File: config.mk
export PLATFORM = sky130hd
export DESIGN_NAME = psb_slave
export DESIGN_NICKNAME = d
export VERILOG_FILES = /design/src/design/psb_pkg.sv /design/src/design/psb_slave.sv
export VERILOG_INCLUDE_DIRS = /design/src /design/src/design
export SDC_FILE = /design/constraint.sdc
export NUM_CORES = 1
export LEC_CHECK = 0
export ABC_AREA = 1
export BUFFER_PORTS_ARGS = -buffer_cell sky130_fd_sc_hd__buf_2
export CORE_ASPECT_RATIO = 1.2
export CORE_UTILIZATION = 30
export CTS_CLUSTER_SIZE = 10
export DETAILED_ROUTE_END_ITERATION = 8
export SYNTH_ARGS = -nofsm -noshare
export SYNTH_HDL_FRONTEND = slang
export SYNTH_SLANG_ARGS = --single-unit
export TNS_END_PERCENT = 50
File: constraint.sdc
create_clock -name clk_i -period 3.5 [get_ports clk_i]
set_input_delay 0.525 -clock clk_i [delete_from_list [all_inputs] [get_ports clk_i]]
set_output_delay 0.525 -clock clk_i [all_outputs]
set_load 0.02 [all_outputs]
File: src/design/psb_params.svh
// Register offsets, field positions, reset values and counts of the bus slave front end
`ifndef PSB_PARAMS_SVH
`define PSB_PARAMS_SVH

// ============================================================
// Register byte offsets on the Wishbone slave
`define PSB_ADR_CTRL 8'h00
`define PSB_ADR_STAT 8'h04
`define PSB_ADR_CA_HI 8'h08
`define PSB_ADR_CA_LO 8'h0c
`define PSB_ADR_RD_WORD 8'h10
`define PSB_ADR_WR_WORD 8'h14
`define PSB_ADR_WR_CNT 8'h18

// ============================================================
// Control fields and reset values
`define PSB_CTRL_DIFF 0
`define PSB_CTRL_SINGLE_LAT 1
`define PSB_CTRL_LAT_LSB 4
`define PSB_CTRL_LAT_MSB 7
`define PSB_CTRL_RST 32'h0000_0060
`define PSB_RD_WORD_RST 16'h0000

// ============================================================
// Command/address field positions
`define PSB_CA_DIR 47
`define PSB_CA_SPACE 46
`define PSB_CA_BURST 45
`define PSB_CA_ROW_MSB 44
`define PSB_CA_ROW_LSB 16
`define PSB_CA_COL_MSB 2

// ============================================================
// Counts
`define PSB_CA_EDGES 3'd6
`define PSB_CA_LAST 3'd5

`endif

File: src/design/psb_pkg.sv
// Types shared by the bus slave front end
package psb_pkg;

    // ============================================================
    // Pin groups as seen by the core
    typedef struct packed {
        logic cs_n;
        logic rst_n;
        logic clk_p;
        logic clk_n;
        logic rd_wr_strobe;
        logic [7:0] dq;
    } psb_pin_in_t;

    typedef struct packed {
        logic [7:0] dq;
        logic dq_oe;
        logic rd_wr_strobe;
        logic rd_wr_strobe_oe;
    } psb_pin_out_t;

    // ============================================================
    // Transaction phases
    typedef enum logic [2:0] {
        st_idle,
        st_ca,
        st_lat,
        st_read,
        st_write,
        st_wait_end
    } psb_state_t;

endpackage

File: src/design/psb_slave.sv
// Slave front end of a double-data-rate pseudo static RAM bus, with Wishbone registers
`timescale 1ns/1ps
`default_nettype none
`include "psb_params.svh"

// Function
// RL1: Select falling starts a transaction and command/address capture.
// RL2: Select rising ends the transaction, aborting any burst in progress.
// RL3: Host gives every slave its own select line.
// RL4: Single-ended clock uses only the true input; complement ignored.
// RL5: Differential clock edges are taken at true/complement crossings.
// RL6: Bus clock may stop outside transactions; no free-running clock assumed.
// RL7: Command, address and data share the eight-bit data bus.
// RL8: Device drives strobe during command/address to signal extra latency.
// RL9: On reads device drives strobe; each byte changes with a strobe edge.
// RL10: On writes the host drives strobe as byte mask; device only listens.
// RL11: Doubled initial latency always applies; single latency never used.
// RL12: Hardware reset low reinitialises the device back to standby.
// RL13: Hardware reset low puts strobe and data lines in high impedance.
// RL14: Host lowers select only while clock idles low, complement high.
// RL15: First six clock edges carry 48 command/address bits.
// RL16: Command/address bytes arrive most significant first, bit 7 on line 7.
// RL17: Decode direction, space, burst type, row and word addresses.
// RL18: Register-space transactions reach identification and configuration registers.
// RL19: Bit 47 high is a read, low a write.
// RL20: Bit 46 low is memory array, high register space.
// RL21: Bit 45 low is wrapped burst, high linear burst.
// RL22: Write byte with strobe high is masked; strobe low is written.
// RL23: Select high keeps bus tristated and clock and data ignored.
module psb_slave
    import psb_pkg::*;
(
    input wire logic clk_i,
    input wire logic rst_i,
    input wire logic ce_i,
    input wire logic wb_cyc_i,
    input wire logic wb_stb_i,
    input wire logic wb_we_i,
    input wire logic [7:0] wb_adr_i,
    input wire logic [3:0] wb_sel_i,
    input wire logic [31:0] wb_dat_i,
    output logic [31:0] wb_dat_o,
    output logic wb_ack_o,
    input wire psb_pin_in_t pins_i,
    output psb_pin_out_t pins_o
);

    // ============================================================
    // Helpers

    // Byte-lane merge for Wishbone writes
    function automatic logic [31:0] lane_merge(input logic [31:0] old_v,
                                               input logic [31:0] new_v,
                                               input logic [3:0] sel);
        logic [31:0] r;
        r = old_v;
        for (int i = 0; i < 4; i++) begin
            if (sel[i]) begin
                r[i*8 +: 8] = new_v[i*8 +: 8];
            end
        end
        return r;
    endfunction

    // Byte A is the high half of a word, byte B the low half
    function automatic logic [7:0] word_byte(input logic [15:0] w, input logic second);
        return second ? w[7:0] : w[15:8];
    endfunction

    // ============================================================
    // Pin synchronisers
    localparam int PW = $bits(psb_pin_in_t);
    logic [PW-1:0] sync1_q, sync2_q, sync3_q;
    psb_pin_in_t pin_q;

    // Three stages; a change counts once stages two and three agree
    always_ff @(posedge clk_i) begin
        if (rst_i) begin
            sync1_q <= '1;
            sync2_q <= '1;
            sync3_q <= '1;
        end else if (ce_i) begin
            sync1_q <= pins_i;
            sync2_q <= sync1_q;
            sync3_q <= sync2_q;
        end
    end

    // Filtered pin levels, idle values after reset
    always_ff @(posedge clk_i) begin
        if (rst_i) begin
            pin_q <= '{cs_n: 1'b1, rst_n: 1'b1, clk_p: 1'b0, clk_n: 1'b1,
                       rd_wr_strobe: 1'b0, dq: 8'h00};
        end else if (ce_i) begin
            for (int i = 0; i < PW; i++) begin
                if (sync2_q[i] == sync3_q[i]) begin
                    pin_q[i] <= sync3_q[i];
                end
            end
        end
    end

    // ============================================================
    // Software registers
    logic [31:0] ctrl_q;
    logic [15:0] rd_word_q;
    logic wr_acc;
    logic wb_req;

    assign wb_req = wb_cyc_i && wb_stb_i && !wb_ack_o;
    assign wr_acc = wb_req && wb_we_i;

    // Control and read word; core only reads them
    always_ff @(posedge clk_i) begin
        if (rst_i) begin
            ctrl_q <= `PSB_CTRL_RST;
            rd_word_q <= `PSB_RD_WORD_RST;
        end else if (ce_i && wr_acc) begin
            if (wb_adr_i == `PSB_ADR_CTRL) begin
                ctrl_q <= lane_merge(ctrl_q, wb_dat_i, wb_sel_i);
            end
            if (wb_adr_i == `PSB_ADR_RD_WORD) begin
                rd_word_q <= 16'(lane_merge({16'h0000, rd_word_q}, wb_dat_i, wb_sel_i));
            end
        end
    end

    // ============================================================
    // Bus clock recovery
    logic clk_lvl_d, clk_lvl_q, clk_edge;

    // Differential level moves only at a crossing; single-ended reads the true pin
    always_comb begin
        clk_lvl_d = clk_lvl_q;
        if (!ctrl_q[`PSB_CTRL_DIFF]) begin
            clk_lvl_d = pin_q.clk_p;                      // see RL4
        end else if (pin_q.clk_p != pin_q.clk_n) begin
            clk_lvl_d = pin_q.clk_p;                      // see RL5
        end
    end

    always_ff @(posedge clk_i) begin
        if (rst_i) begin
            clk_lvl_q <= 1'b0;
        end else if (ce_i) begin
            clk_lvl_q <= clk_lvl_d;
        end
    end

    // Edges matter only while selected, so a stopped clock is harmless
    assign clk_edge = (clk_lvl_d != clk_lvl_q) && !pin_q.cs_n; // see RL6 see RL23

    // ============================================================
    // Select tracking
    logic cs_prev_q, cs_fall, cs_rise, hw_rst;

    always_ff @(posedge clk_i) begin
        if (rst_i) begin
            cs_prev_q <= 1'b1;
        end else if (ce_i) begin
            cs_prev_q <= pin_q.cs_n;
        end
    end

    assign cs_fall = cs_prev_q && !pin_q.cs_n;            // see RL1
    assign cs_rise = !cs_prev_q && pin_q.cs_n;            // see RL2
    assign hw_rst = !pin_q.rst_n;

    // ============================================================
    // Transaction sequencer
    psb_state_t state_q;
    logic [2:0] ca_cnt_q;
    logic [47:0] ca_q;
    logic [47:0] ca_next;
    logic [5:0] lat_cnt_q;
    logic [5:0] lat_edges;
    logic phase_q;
    logic ca_done_q;

    // Doubled latency: four edges per latency clock, single option ignored
    assign lat_edges = {ctrl_q[`PSB_CTRL_LAT_MSB:`PSB_CTRL_LAT_LSB], 2'b00}; // see RL11
    assign ca_next = {ca_q[39:0], pin_q.dq};              // see RL7 see RL16

    always_ff @(posedge clk_i) begin
        if (rst_i || hw_rst) begin
            state_q <= st_idle;                           // see RL12
        end else if (ce_i) begin
            unique case (state_q)
                st_idle: begin
                    if (cs_fall) begin
                        state_q <= st_ca;
                    end
                end
                st_ca: begin
                    if (cs_rise) begin
                        state_q <= st_idle;
                    end else if (clk_edge && ca_cnt_q == `PSB_CA_LAST) begin
                        // Register writes carry no latency
                        if (!ca_next[`PSB_CA_DIR] && ca_next[`PSB_CA_SPACE]) begin
                            state_q <= st_write;
                        end else begin
                            state_q <= st_lat;
                        end
                    end
                end
                st_lat: begin
                    if (cs_rise) begin
                        state_q <= st_idle;
                    end else if (clk_edge && lat_cnt_q == 6'd1) begin
                        state_q <= ca_q[`PSB_CA_DIR] ? st_read : st_write; // see RL19
                    end
                end
                st_read, st_write, st_wait_end: begin
                    if (cs_rise) begin
                        state_q <= st_idle;               // see RL2
                    end
                end
                default: begin
                    state_q <= st_idle;
                end
            endcase
        end
    end

    // Command/address capture over six edges
    always_ff @(posedge clk_i) begin
        if (rst_i) begin
            ca_cnt_q <= 3'd0;
            ca_q <= 48'h0;
        end else if (ce_i) begin
            if (cs_fall) begin
                ca_cnt_q <= 3'd0;
            end else if (state_q == st_ca && clk_edge && ca_cnt_q != `PSB_CA_EDGES) begin
                ca_cnt_q <= ca_cnt_q + 3'd1;              // see RL15
                ca_q <= ca_next;
            end
        end
    end

    // Latency countdown in bus clock edges
    always_ff @(posedge clk_i) begin
        if (rst_i) begin
            lat_cnt_q <= 6'd0;
        end else if (ce_i) begin
            if (state_q == st_ca) begin
                lat_cnt_q <= (lat_edges == 6'd0) ? 6'd1 : lat_edges;
            end else if (state_q == st_lat && clk_edge) begin
                lat_cnt_q <= lat_cnt_q - 6'd1;
            end
        end
    end

    // Sticky capture flag: set beats a software clear in the same cycle
    always_ff @(posedge clk_i) begin
        if (rst_i) begin
            ca_done_q <= 1'b0;
        end else if (ce_i) begin
            if (state_q == st_ca && clk_edge && ca_cnt_q == `PSB_CA_LAST) begin
                ca_done_q <= 1'b1;
            end else if (wr_acc && wb_adr_i == `PSB_ADR_STAT && wb_sel_i[0] && wb_dat_i[0]) begin
                ca_done_q <= 1'b0;
            end
        end
    end

    // ============================================================
    // Decoded command fields
    logic dec_read, dec_reg_space, dec_linear;
    logic [28:0] dec_row;
    logic [2:0] dec_col;

    assign dec_read = ca_q[`PSB_CA_DIR];                  // see RL17 see RL19
    assign dec_reg_space = ca_q[`PSB_CA_SPACE];           // see RL20 see RL18
    assign dec_linear = ca_q[`PSB_CA_BURST];              // see RL21
    assign dec_row = ca_q[`PSB_CA_ROW_MSB:`PSB_CA_ROW_LSB];
    assign dec_col = ca_q[`PSB_CA_COL_MSB:0];

    // ============================================================
    // Data phase
    logic [15:0] wr_word_q;
    logic [1:0] wr_mask_q;
    logic [7:0] wr_hi_q;
    logic wr_hi_mask_q;
    logic [31:0] wr_cnt_q;

    // Byte phase: A then B of each word
    always_ff @(posedge clk_i) begin
        if (rst_i) begin
            phase_q <= 1'b0;
        end else if (ce_i) begin
            if (state_q != st_read && state_q != st_write) begin
                phase_q <= 1'b0;
            end else if (clk_edge) begin
                phase_q <= !phase_q;
            end
        end
    end

    // Write capture; strobe high masks the byte
    always_ff @(posedge clk_i) begin
        if (rst_i) begin
            wr_word_q <= 16'h0000;
            wr_mask_q <= 2'b00;
            wr_hi_q <= 8'h00;
            wr_hi_mask_q <= 1'b0;
            wr_cnt_q <= 32'h0;
        end else if (ce_i && state_q == st_write && clk_edge) begin
            if (!phase_q) begin
                wr_hi_q <= pin_q.dq;
                wr_hi_mask_q <= pin_q.rd_wr_strobe;               // see RL10
            end else begin
                wr_mask_q <= {wr_hi_mask_q, pin_q.rd_wr_strobe};
                // Masked bytes keep their old value
                if (!wr_hi_mask_q) begin
                    wr_word_q[15:8] <= wr_hi_q;           // see RL22
                end
                if (!pin_q.rd_wr_strobe) begin
                    wr_word_q[7:0] <= pin_q.dq;           // see RL22
                end
                wr_cnt_q <= wr_cnt_q + 32'd1;
            end
        end
    end

    // ============================================================
    // Pin drivers, all from flip-flops
    always_ff @(posedge clk_i) begin
        if (rst_i || hw_rst) begin
            pins_o <= '{dq: 8'h00, dq_oe: 1'b0, rd_wr_strobe: 1'b0, rd_wr_strobe_oe: 1'b0}; // see RL13
        end else if (ce_i) begin
            if (pin_q.cs_n || cs_rise) begin
                pins_o <= '{dq: 8'h00, dq_oe: 1'b0, rd_wr_strobe: 1'b0, rd_wr_strobe_oe: 1'b0}; // see RL23
            end else begin
                unique case (state_q)
                    st_ca: begin
                        // Latency always doubled, so strobe reports high
                        pins_o.rd_wr_strobe_oe <= 1'b1;           // see RL8
                        pins_o.rd_wr_strobe <= 1'b1;              // see RL11
                        pins_o.dq_oe <= 1'b0;
                    end
                    st_lat: begin
                        pins_o.rd_wr_strobe_oe <= dec_read;
                        pins_o.rd_wr_strobe <= 1'b0;
                        pins_o.dq_oe <= 1'b0;
                    end
                    st_read: begin
                        pins_o.rd_wr_strobe_oe <= 1'b1;
                        pins_o.dq_oe <= 1'b1;
                        if (clk_edge) begin
                            // Byte and strobe move together
                            pins_o.dq <= word_byte(rd_word_q, phase_q); // see RL9
                            pins_o.rd_wr_strobe <= !phase_q;      // see RL9
                        end
                    end
                    st_idle, st_write, st_wait_end: begin
                        pins_o.rd_wr_strobe_oe <= 1'b0;           // see RL10
                        pins_o.dq_oe <= 1'b0;
                        pins_o.rd_wr_strobe <= 1'b0;
                    end
                    default: begin
                        pins_o.rd_wr_strobe_oe <= 1'b0;
                        pins_o.dq_oe <= 1'b0;
                    end
                endcase
            end
        end
    end

    // ============================================================
    // Wishbone answer: one wait-free cycle, unmapped reads zero
    always_ff @(posedge clk_i) begin
        if (rst_i) begin
            wb_ack_o <= 1'b0;
            wb_dat_o <= 32'h0;
        end else if (ce_i) begin
            wb_ack_o <= wb_req;
            if (wb_req && !wb_we_i) begin
                unique case (wb_adr_i)
                    `PSB_ADR_CTRL: wb_dat_o <= ctrl_q;
                    `PSB_ADR_STAT: wb_dat_o <= {17'h00000, dec_col, dec_linear,
                                                dec_reg_space, dec_read, 4'h0,
                                                1'(state_q == st_idle), state_q,
                                                ca_done_q};
                    `PSB_ADR_CA_HI: wb_dat_o <= {3'b000, dec_row};
                    `PSB_ADR_CA_LO: wb_dat_o <= {16'h0000, ca_q[15:0]};
                    `PSB_ADR_RD_WORD: wb_dat_o <= {16'h0000, rd_word_q};
                    `PSB_ADR_WR_WORD: wb_dat_o <= {14'h0000, wr_mask_q, wr_word_q};
                    `PSB_ADR_WR_CNT: wb_dat_o <= wr_cnt_q;
                    default: wb_dat_o <= 32'h0;
                endcase
            end
        end
    end

endmodule
`default_nettype wire

-- Yosys cells after proc, flatten, opt, wreduce, memory -nomap -nowiden
Cells that the tools add are included.
- flip-flop bits (word level): 267
- word-level logic and storage cells: 188
- output and inout port bits: 44
- bitwise logic cells: 4
- add/sub/neg operators: 3
- equality and inequality tests: 36
- multiplexer cells: 28
- reduce and logical (&&, ||, !) cells: 75
- operators with widths (operator ; count):
    case mux 32 bit (7 select lines) ; 1
    AND reduction 2 bit ; 20
    AND reduction 3 bit ; 11
    adder 32 x 1 -> 32 bit, second input constant ; 1
    2-to-1 mux 3 bit ; 10
    equality test 8 x 5 -> 1 bit, second input constant ; 3
    2-to-1 mux 8 bit ; 3
    logical AND 1 bit ; 21
    2-to-1 mux 6 bit ; 3
    equality test 8 x 4 -> 1 bit, second input constant ; 2
    inequality test 3 bit, second input constant ; 5
    equality test 1 bit ; 13
    case mux 3 bit (4 select lines) ; 1
    nonzero test 2 bit ; 6
    2-to-1 mux 11 bit ; 1
    equality test 3 bit, second input constant ; 3
    equality test 8 x 3 -> 1 bit, second input constant ; 1
    logical NOT 8 bit ; 1
    logical NOT 1 bit ; 7
    2-to-1 mux 1 bit ; 7
    equality test 3 x 2 -> 1 bit, second input constant ; 2
    equality test 6 x 1 -> 1 bit, second input constant ; 1
    logical NOT 6 bit ; 1
    subtractor 6 x 1 -> 6 bit, second input constant ; 1
    15 further kinds ; 21

-- Depth between registers and ports, before layout
Gate-level depths: netlist of run 1.
- word-level depth: 9
- depth in mapped cells: 13

-- Worst setup path before layout of run 1
No wires, ideal clock.
- path type: input to register
- start: input port wb_adr_i[0]
- end: register wb_dat_o[0]
- data required time: 3430 ps
- stages: 10
- slack: 1749 ps
- buffers on the path: 1
- arrival time: 1681 ps
- cell sequence: inv_1 nand2_1 nor3_4 nand2_1 clkbuf_1 o21ai_0 nor2_1 nand2_1 nand2_1 a21oi_1
- word-level cells in the longest chain between the ends: 2
- ends and longest elaborated chain (item ; line ; source):
    from (decl) ; psb_slave.sv:39 ; input wire logic [7:0] wb_adr_i,
    equality test 8 x 5 -> 1 bit (tied with other cells) ; psb_slave.sv:378 ; unique case (wb_adr_i)
    case mux 32 bit (7 select lines) * ; psb_slave.sv:378 ;
    to (signal assigned) ; psb_slave.sv:379 ; `PSB_ADR_CTRL: wb_dat_o <= ctrl_q;
    to (signal assigned) ; psb_slave.sv:380 ; `PSB_ADR_STAT: wb_dat_o <= {17'h00000, dec_col, dec_linear,
    to (signal assigned) ; psb_slave.sv:384 ; `PSB_ADR_CA_HI: wb_dat_o <= {3'b000, dec_row};
    to (decl) ; psb_slave.sv:42 ; output logic [31:0] wb_dat_o,
Mark *: on every way between the ends. The rest lies on a longest branch, timed or not.
A chain may end at the register's enable or synchronous reset.

-- Final worst setup path of run 1
- start: register ctrl_q[0]
- end: register wr_cnt_q[3]
- word-level cells in the longest chain between the ends: 5
- ends and longest elaborated chain (item ; line ; source):
    from (decl) ; psb_slave.sv:105 ; logic [31:0] ctrl_q;
    from (signal assigned) ; psb_slave.sv:116 ; ctrl_q <= `PSB_CTRL_RST;
    from (signal assigned) ; psb_slave.sv:120 ; ctrl_q <= lane_merge(ctrl_q, wb_dat_i, wb_sel_i);
    2-to-1 mux 1 bit ; psb_slave.sv:135 ; if (!ctrl_q[`PSB_CTRL_DIFF]) begin
    inequality test 1 bit ; psb_slave.sv:151 ; assign clk_edge = (clk_lvl_d != clk_lvl_q) && !pin_q.cs_n;
    logical AND 1 bit ; psb_slave.sv:151 ;
    logical AND 1 bit ; psb_slave.sv:307 ; end else if (ce_i && state_q == st_write && clk_edge) begin
    AND reduction 2 bit (no line) ; n/a ;
    to (signal assigned) ; psb_slave.sv:320 ; wr_cnt_q <= wr_cnt_q + 32'd1;
    to (decl) ; psb_slave.sv:284 ; logic [31:0] wr_cnt_q;
No other way between the ends.

==> impl_metrics.env, run 1 <==
export IMPL_antenna_found_initial=0
export IMPL_firstDrtPassIters=5
export IMPL_yosys_most_used_dff="dfxtp_1"
export IMPL_dpl_hpwl_microns=26010
export IMPL_diodes=0
export IMPL_hold_buffers=0
export IMPL_critPathBufInv=3
export IMPL_cts_root_buf="clkbuf_16"
export IMPL_p_clk_share_pct=43.1
export IMPL_finalSetupViolCount=0
export IMPL_seqPwrFrac_pct=47.1
export IMPL_core_area_sq_um=38850
export IMPL_place_inst=2237
export IMPL_io_pins=107
export IMPL_postCtsSetupBuffers=0
export IMPL_seq_area_sq_um=5345
export IMPL_cts_tree="yes"
export IMPL_ant_nets=0
export IMPL_drt_iter0_markers=926
export IMPL_post_route_min_period_ns=2.474
export IMPL_setup_ws_ns=1.026
export IMPL_area_delta_synth_final_pct=15.47
export IMPL_synth_area_top_cells="dfxtp_1, nand2_1, o21ai_0"
export IMPL_ir_drop_v=0.0004188
export IMPL_netlist_area_sq_um=11850
export IMPL_min_path_type="in2reg"
export IMPL_path_cells="inv_1 > nor2_1 > nand2_1 > nand3_1 > nand2_2 > nor2_8 > nand3_4 > buf_4 > inv_2 > nand2_1 > o21ai_0 > nor2_1"
export IMPL_ctsResizeCount=0
export IMPL_synth_edf_count=0
export IMPL_wire_per_inst_microns=15.91
export IMPL_swShare_pct=25.81
export IMPL_critical_path_slowest_cell="inv_2"
export IMPL_hold_viol=0
export IMPL_power_switching_mw=1.742
export IMPL_synth_warnings=0
export IMPL_fin_nets=1813
export IMPL_num_rows=79
export IMPL_fin_worst_skew_ns=0.01204
export IMPL_grt_pass1_vias=10430
export IMPL_start_kind="flip-flop"
export IMPL_synth_top_area_share_pct=45.11
export IMPL_synth_most_common_cell="nand2_1"
export IMPL_grt_max_degree=103
export IMPL_drive_above_1_share_pct=10.27
export IMPL_die_y_microns=219.7
export IMPL_track_usage_pct=17.85
export IMPL_yosysTopAreaCell="dfxtp_1"
export IMPL_slew_headroom_pct=25.10
export IMPL_totalWireLength_microns=36240
export IMPL_finalCritPeriodShare_pct=70.68
export IMPL_p_per_area_nw_per_um2=493.2
export IMPL_synth_nets=1743
export IMPL_grt_overflow_total=0
export IMPL_clk_pin_slew_worst_paths_ns=0.06
export IMPL_rsz0062_at_grt="false"
export IMPL_worst_pin_slew_ns=1.122
export IMPL_p_leak_nw=5.421
export IMPL_fmax_ghz=0.4042
export IMPL_path_max_fanout=35
export IMPL_portBuffers=106
export IMPL_worstPathRequired_ns=3.95
export IMPL_n_fill_cell=4183
export IMPL_clock_sinks=267
export IMPL_pre_cts_slack_ns=0.8428
export IMPL_status="finished clean"
export IMPL_synthAdderAreaFrac_pct=0.6335
export IMPL_synth_ff_latch_count=267
export IMPL_syn_area_per_cell_sq_um=7.079
export IMPL_synth_cell_types=41
export IMPL_die_w_microns=183.4
export IMPL_multiInputGateArea_sq_um=5472
export IMPL_critPathTopFamily="simple AND/OR/NAND/NOR gates"
export IMPL_clkLatencyLatePin_ns=0.57
export IMPL_path_class="reg2reg"
export IMPL_end_kind="flip-flop"
export IMPL_synthXorXnorAreaFrac_pct=1.552
export IMPL_slew_violations=0
export IMPL_p_int_mw=5.007
export IMPL_grt_pass1_wl_microns=57240
export IMPL_synth_cells=1674
export IMPL_maxCapViolCount=0
export IMPL_synth_simple_area_share_pct=24.19
export IMPL_fin_setup_tns_ns=0
export IMPL_synth_common_cells="nand2_1, dfxtp_1, o21ai_0, nor2_1, a21oi_1"
export IMPL_cts_made_buffers=31
export IMPL_critPathMaxStageDelay_ns=0.50
export IMPL_synth_mux_area_share_pct=0
export IMPL_drc_errors=0
export IMPL_critical_path_arrival_ns=2.93
export IMPL_synth_top_family_by_area="simple AND/OR/NAND/NOR gates"
export IMPL_stdcell_count=2278
export IMPL_h_tree_depth=1
export IMPL_vias_per_cell=4.850
export IMPL_clockBufferDepth=3
export IMPL_routed_via_count=11050
export IMPL_pwr_share_comb_pct=9.8
export IMPL_dieArea_sq_um=40300
export IMPL_place_gp_congestion=0.8775
export IMPL_initial_utilization_pct=30.51
export IMPL_synth_compound_area_share_pct=19.73
export IMPL_yosysSeqAreaShare_pct=45.11
export IMPL_async_flop_share_pct=0
[placed cells by master (no fill, tap or decap), types with 2 or more instances in the layout]
cell / synthesis / final
a211oi_1: 11 / 11
a21oi_1: 169 / 169
a221oi_1: 10 / 10
a31oi_1: 3 / 3
and2_1: 2 / 2
and3_1: 2 / 2
buf_12: 0 / 2
buf_2: 13 / 106
buf_4: 9 / 14
clkbuf_1: 58 / 7
clkbuf_16: 0 / 31
clkinv_1: 2 / 2
dfxtp_1: 267 / 267
ha_1: 6 / 6
inv_1: 168 / 167
inv_2: 7 / 7
nand2_1: 343 / 343
nand3_1: 93 / 93
nand4_1: 15 / 15
nor2_1: 190 / 189
nor2_2: 3 / 4
nor2_8: 2 / 2
nor3_1: 24 / 23
o211a_1: 2 / 2
o211ai_1: 13 / 13
o21ai_0: 201 / 201
o21ai_1: 10 / 10
o221ai_1: 10 / 10
o22ai_1: 4 / 4
or2_2: 2 / 2
xor2_1: 20 / 20
[cell type report]
class                      instances  area share (%)
clock buffer                      39           5.962
clock inverter                     2          0.3658
inverter                         177           4.874
multi-input combinational       1145           39.99
sequential                       267           39.06
tap                              526           4.810
timing repair buffer             122           4.938
[path summary, 6_finish.rpt]
| check | start | to | slack [ns] | cells after the start |
|---|---|---|---|---|
| setup / recovery | ctrl_q[0] | wr_cnt_q[3] | 1.03 | 12 |
| hold / removal | pins_i[9] | sync1_q[9] | 0.17 | 3 |
| setup reg to reg | ctrl_q[0] | wr_cnt_q[3] | 1.03 | 12 |
| hold reg to reg | sync1_q[8] | sync1_q[8] | 0.45 | 2 |
[routing by layer]
| metal | global-route usage (%) | part of all wire (%) | vias to the layer above |
|---|---|---|---|
| met2 | 29.34 | 46 | 290 |
| met1 | 24.06 | 47 | 5067 |
| li1 | - | - | 5641 |
| met5 | 0 | 0 | - |
| met3 | 2.033 | 4.8 | 51 |
| met4 | 6.333 | 3.0 | 0 |
[tightest hold or removal path, delay by kind of cell]
kind | cells | cell delay [ns]
simple gates | 2 | 0.10
buf+inv | 1 | 0.07
[metrics by stage]
stage	utilization [%]	total power [mW]	instance area (sq um)	hold WS (ns)
detailed placement	33.00	3.900	12820	0.4447
global route	35.22	7.035	13680	0.1676
floorplan	-	3.688	11850	0.4292
CTS	35.22	6.801	13680	0.1524
global placement	33.00	3.893	12820	0.4434
finish	35.22	6.749	13680	0.1732
[registers in the layout (all words and copies together), names as in the netlist, 13 cells and up]
name / count
wb_dat_o: 32
wr_cnt_q: 32
sync1_q: 13
sync3_q: 13
wr_word_q: 16
rd_word_q: 16
sync2_q: 13
ca_q: 48
ctrl_q: 32
[logic make-up after synthesis]
| family | after synthesis |
|---|---|
| compound gates | 435 |
| xor+xnor | 21 |
| fa+ha+maj | 6 |
| buf+inv | 262 |
| flops | 267 |
| simple gates | 683 |
[power groups by stage]
stage | registers [mW] | clock network, mW | logic, mW
after floorplan | 3.23 | 0 | 0.453
after global placement | 3.24 | 0 | 0.653
after detailed placement | 3.24 | 0 | 0.659
after CTS | 3.18 | 2.96 | 0.662
after global routing | 3.19 | 3.10 | 0.749
final | 3.18 | 2.91 | 0.664
Note: power is estimated with default switching activity, not from simulation.
==> run 2, diff against run 1 <==
==> constraint.sdc (replaced) <==
create_clock -name clk_i -period 2.5 [get_ports clk_i]
set_input_delay 0.375 -clock clk_i [delete_from_list [all_inputs] [get_ports clk_i]]
set_output_delay 0.375 -clock clk_i [all_outputs]
set_load 0.02 [all_outputs]
==> impl_metrics.env, run 2 (synthesis gave the netlist of run 1 again) <==
export IMPL_hold_viol=0
export IMPL_ant_nets=0
export IMPL_grt_pass1_wl_microns=56770
export IMPL_n_fill_cell=4135
export IMPL_die_w_microns=183.4
export IMPL_grt_max_degree=85
export IMPL_ff2ff_path_depth=12
export IMPL_end_kind="flip-flop"
export IMPL_core_area_sq_um=38850
export IMPL_drt_iter0_markers=828
export IMPL_worst_pin_slew_ns=1.130
export IMPL_fin_setup_tns_ns=0
export IMPL_cts_root_buf="clkbuf_16"
export IMPL_ctsResizeCount=0
export IMPL_die_y_microns=219.7
export IMPL_critPathBufInv=3
export IMPL_ir_drop_v=0.0005346
export IMPL_cts_tree="yes"
export IMPL_critPathTopFamily="simple AND/OR/NAND/NOR gates"
export IMPL_rsz0062_at_grt="false"
export IMPL_postCtsSetupBuffers=0
export IMPL_h_tree_depth=1
export IMPL_fin_nets=1833
export IMPL_worstPathRequired_ns=2.96
export IMPL_critical_path_slowest_cell="dfxtp_1"
export IMPL_place_gp_congestion=0.9026
export IMPL_totalWireLength_microns=36040
export IMPL_largest_reg_flops=48
export IMPL_slew_headroom_pct=24.60
export IMPL_p_per_area_nw_per_um2=682.6
export IMPL_clockBufferDepth=3
export IMPL_slew_violations=0
export IMPL_mostFrequentLayoutCells="nand2_1, dfxtp_1, o21ai_0"
export IMPL_fmax_ghz=0.4708
export IMPL_track_usage_pct=17.57
export IMPL_routed_via_count=11280
export IMPL_critical_path_arrival_ns=2.58
export IMPL_pre_cts_slack_ns=0.3041
export IMPL_design_area_sq_um=13890
export IMPL_num_rows=79
export IMPL_whs_path_depth=3
export IMPL_wire_per_inst_microns=15.69
export IMPL_hold_buffers=1
export IMPL_grt_overflow_total=0
export IMPL_largest_register="ca_q"
export IMPL_drive_above_1_share_pct=11.29
export IMPL_path_cells="inv_1 > nor2_1 > nand2_1 > nand3_1 > nand2_2 > nor2_8 > nand3_4 > buf_4 > nor2_4 > inv_1 > nor2_1 > nor2_1"
export IMPL_io_pins=107
export IMPL_vias_per_cell=4.909
export IMPL_clk_pin_slew_worst_paths_ns=0.05
export IMPL_finalSetupViolCount=0
export IMPL_clock_sinks=267
export IMPL_final_common_cell="nand2_1"
export IMPL_dpl_hpwl_microns=26130
export IMPL_start_kind="flip-flop"
export IMPL_antenna_found_initial=0
export IMPL_firstDrtPassIters=5
export IMPL_finalCritPeriodShare_pct=84.96
export IMPL_drc_errors=0
export IMPL_p_leak_nw=5.546
export IMPL_fin_worst_skew_ns=0.01423
export IMPL_status="finished clean"
export IMPL_area_delta_synth_final_pct=17.23
export IMPL_min_path_type="in2reg"
export IMPL_post_route_min_period_ns=2.124
export IMPL_multiInputGateArea_sq_um=5472
export IMPL_path_class="reg2reg"
export IMPL_cpMostUsedCell="nor2_1"
export IMPL_path_max_fanout=29
export IMPL_dieArea_sq_um=40300
export IMPL_critPathMaxStageDelay_ns=0.37
export IMPL_grt_pass1_vias=10330
export IMPL_cts_made_buffers=31
export IMPL_dpl_cell_area_sq_um=13010
export IMPL_cp_depth=12
export IMPL_maxCapViolCount=0
export IMPL_diodes=0
export IMPL_clkLatencyLatePin_ns=0.58
export IMPL_seq_area_sq_um=5345
export IMPL_p_total_mw=9.482
export IMPL_setup_ws_ns=0.3761
export IMPL_initial_utilization_pct=30.51
export IMPL_portBuffers=106
[run 2: worst paths after layout]
| path | startpoint | to | slack [ns] |
|---|---|---|---|
| min | pins_i[12] | sync1_q[12] | 0.02 |
| min reg2reg | sync2_q[7] | sync2_q[7] | 0.45 |
| max reg2reg | ctrl_q[0] | wr_word_q[12] | 0.38 |
| max | ctrl_q[0] | wr_word_q[12] | 0.38 |
[run 2: final cells by class]
type | count | share of cell area (%)
inverter | 177 | 4.800
sequential | 267 | 38.48
multi-input combinational | 1145 | 39.39
timing repair buffer | 142 | 6.323
tap | 526 | 4.737
clock inverter | 2 | 0.3603
clock buffer | 38 | 5.917
[run 2: per-stage QoR]
stage	hold WS, ns	std cells	utilization [%]
finish	0.01905	2297	35.76
global route	0.01781	2297	35.76
CTS	0.003778	2297	35.76
detailed placement	0.4432	2256	33.49
global placement	0.4436	2256	33.49
floorplan	0.4292	1674	-
[run 2: worst min-delay path, cell delays in order]
cell	delay (ns)
buf_2	0.08
nand2_1	0.04
nand3_1	0.06
[run 2: power breakdown]
group	switching [mW]	total, mW	leakage [nW]	internal (mW)
clock	1.70	4.08	0.426	2.37
sequential	0.0840	4.45	2.16	4.37
combinational	0.645	0.953	2.96	0.308
total	2.43	9.48	5.55	7.05
[run 2: metal layers]
layer	part of all wire [%]	routed length, microns	GRT usage [%]	vias to the layer above
li1	-	-	-	5664
met1	46	16610	23.88	5217
met2	47	16780	29.24	341
met3	4.7	1706	1.719	55
met4	2.6	940	5.389	0
met5	0	0	0	-
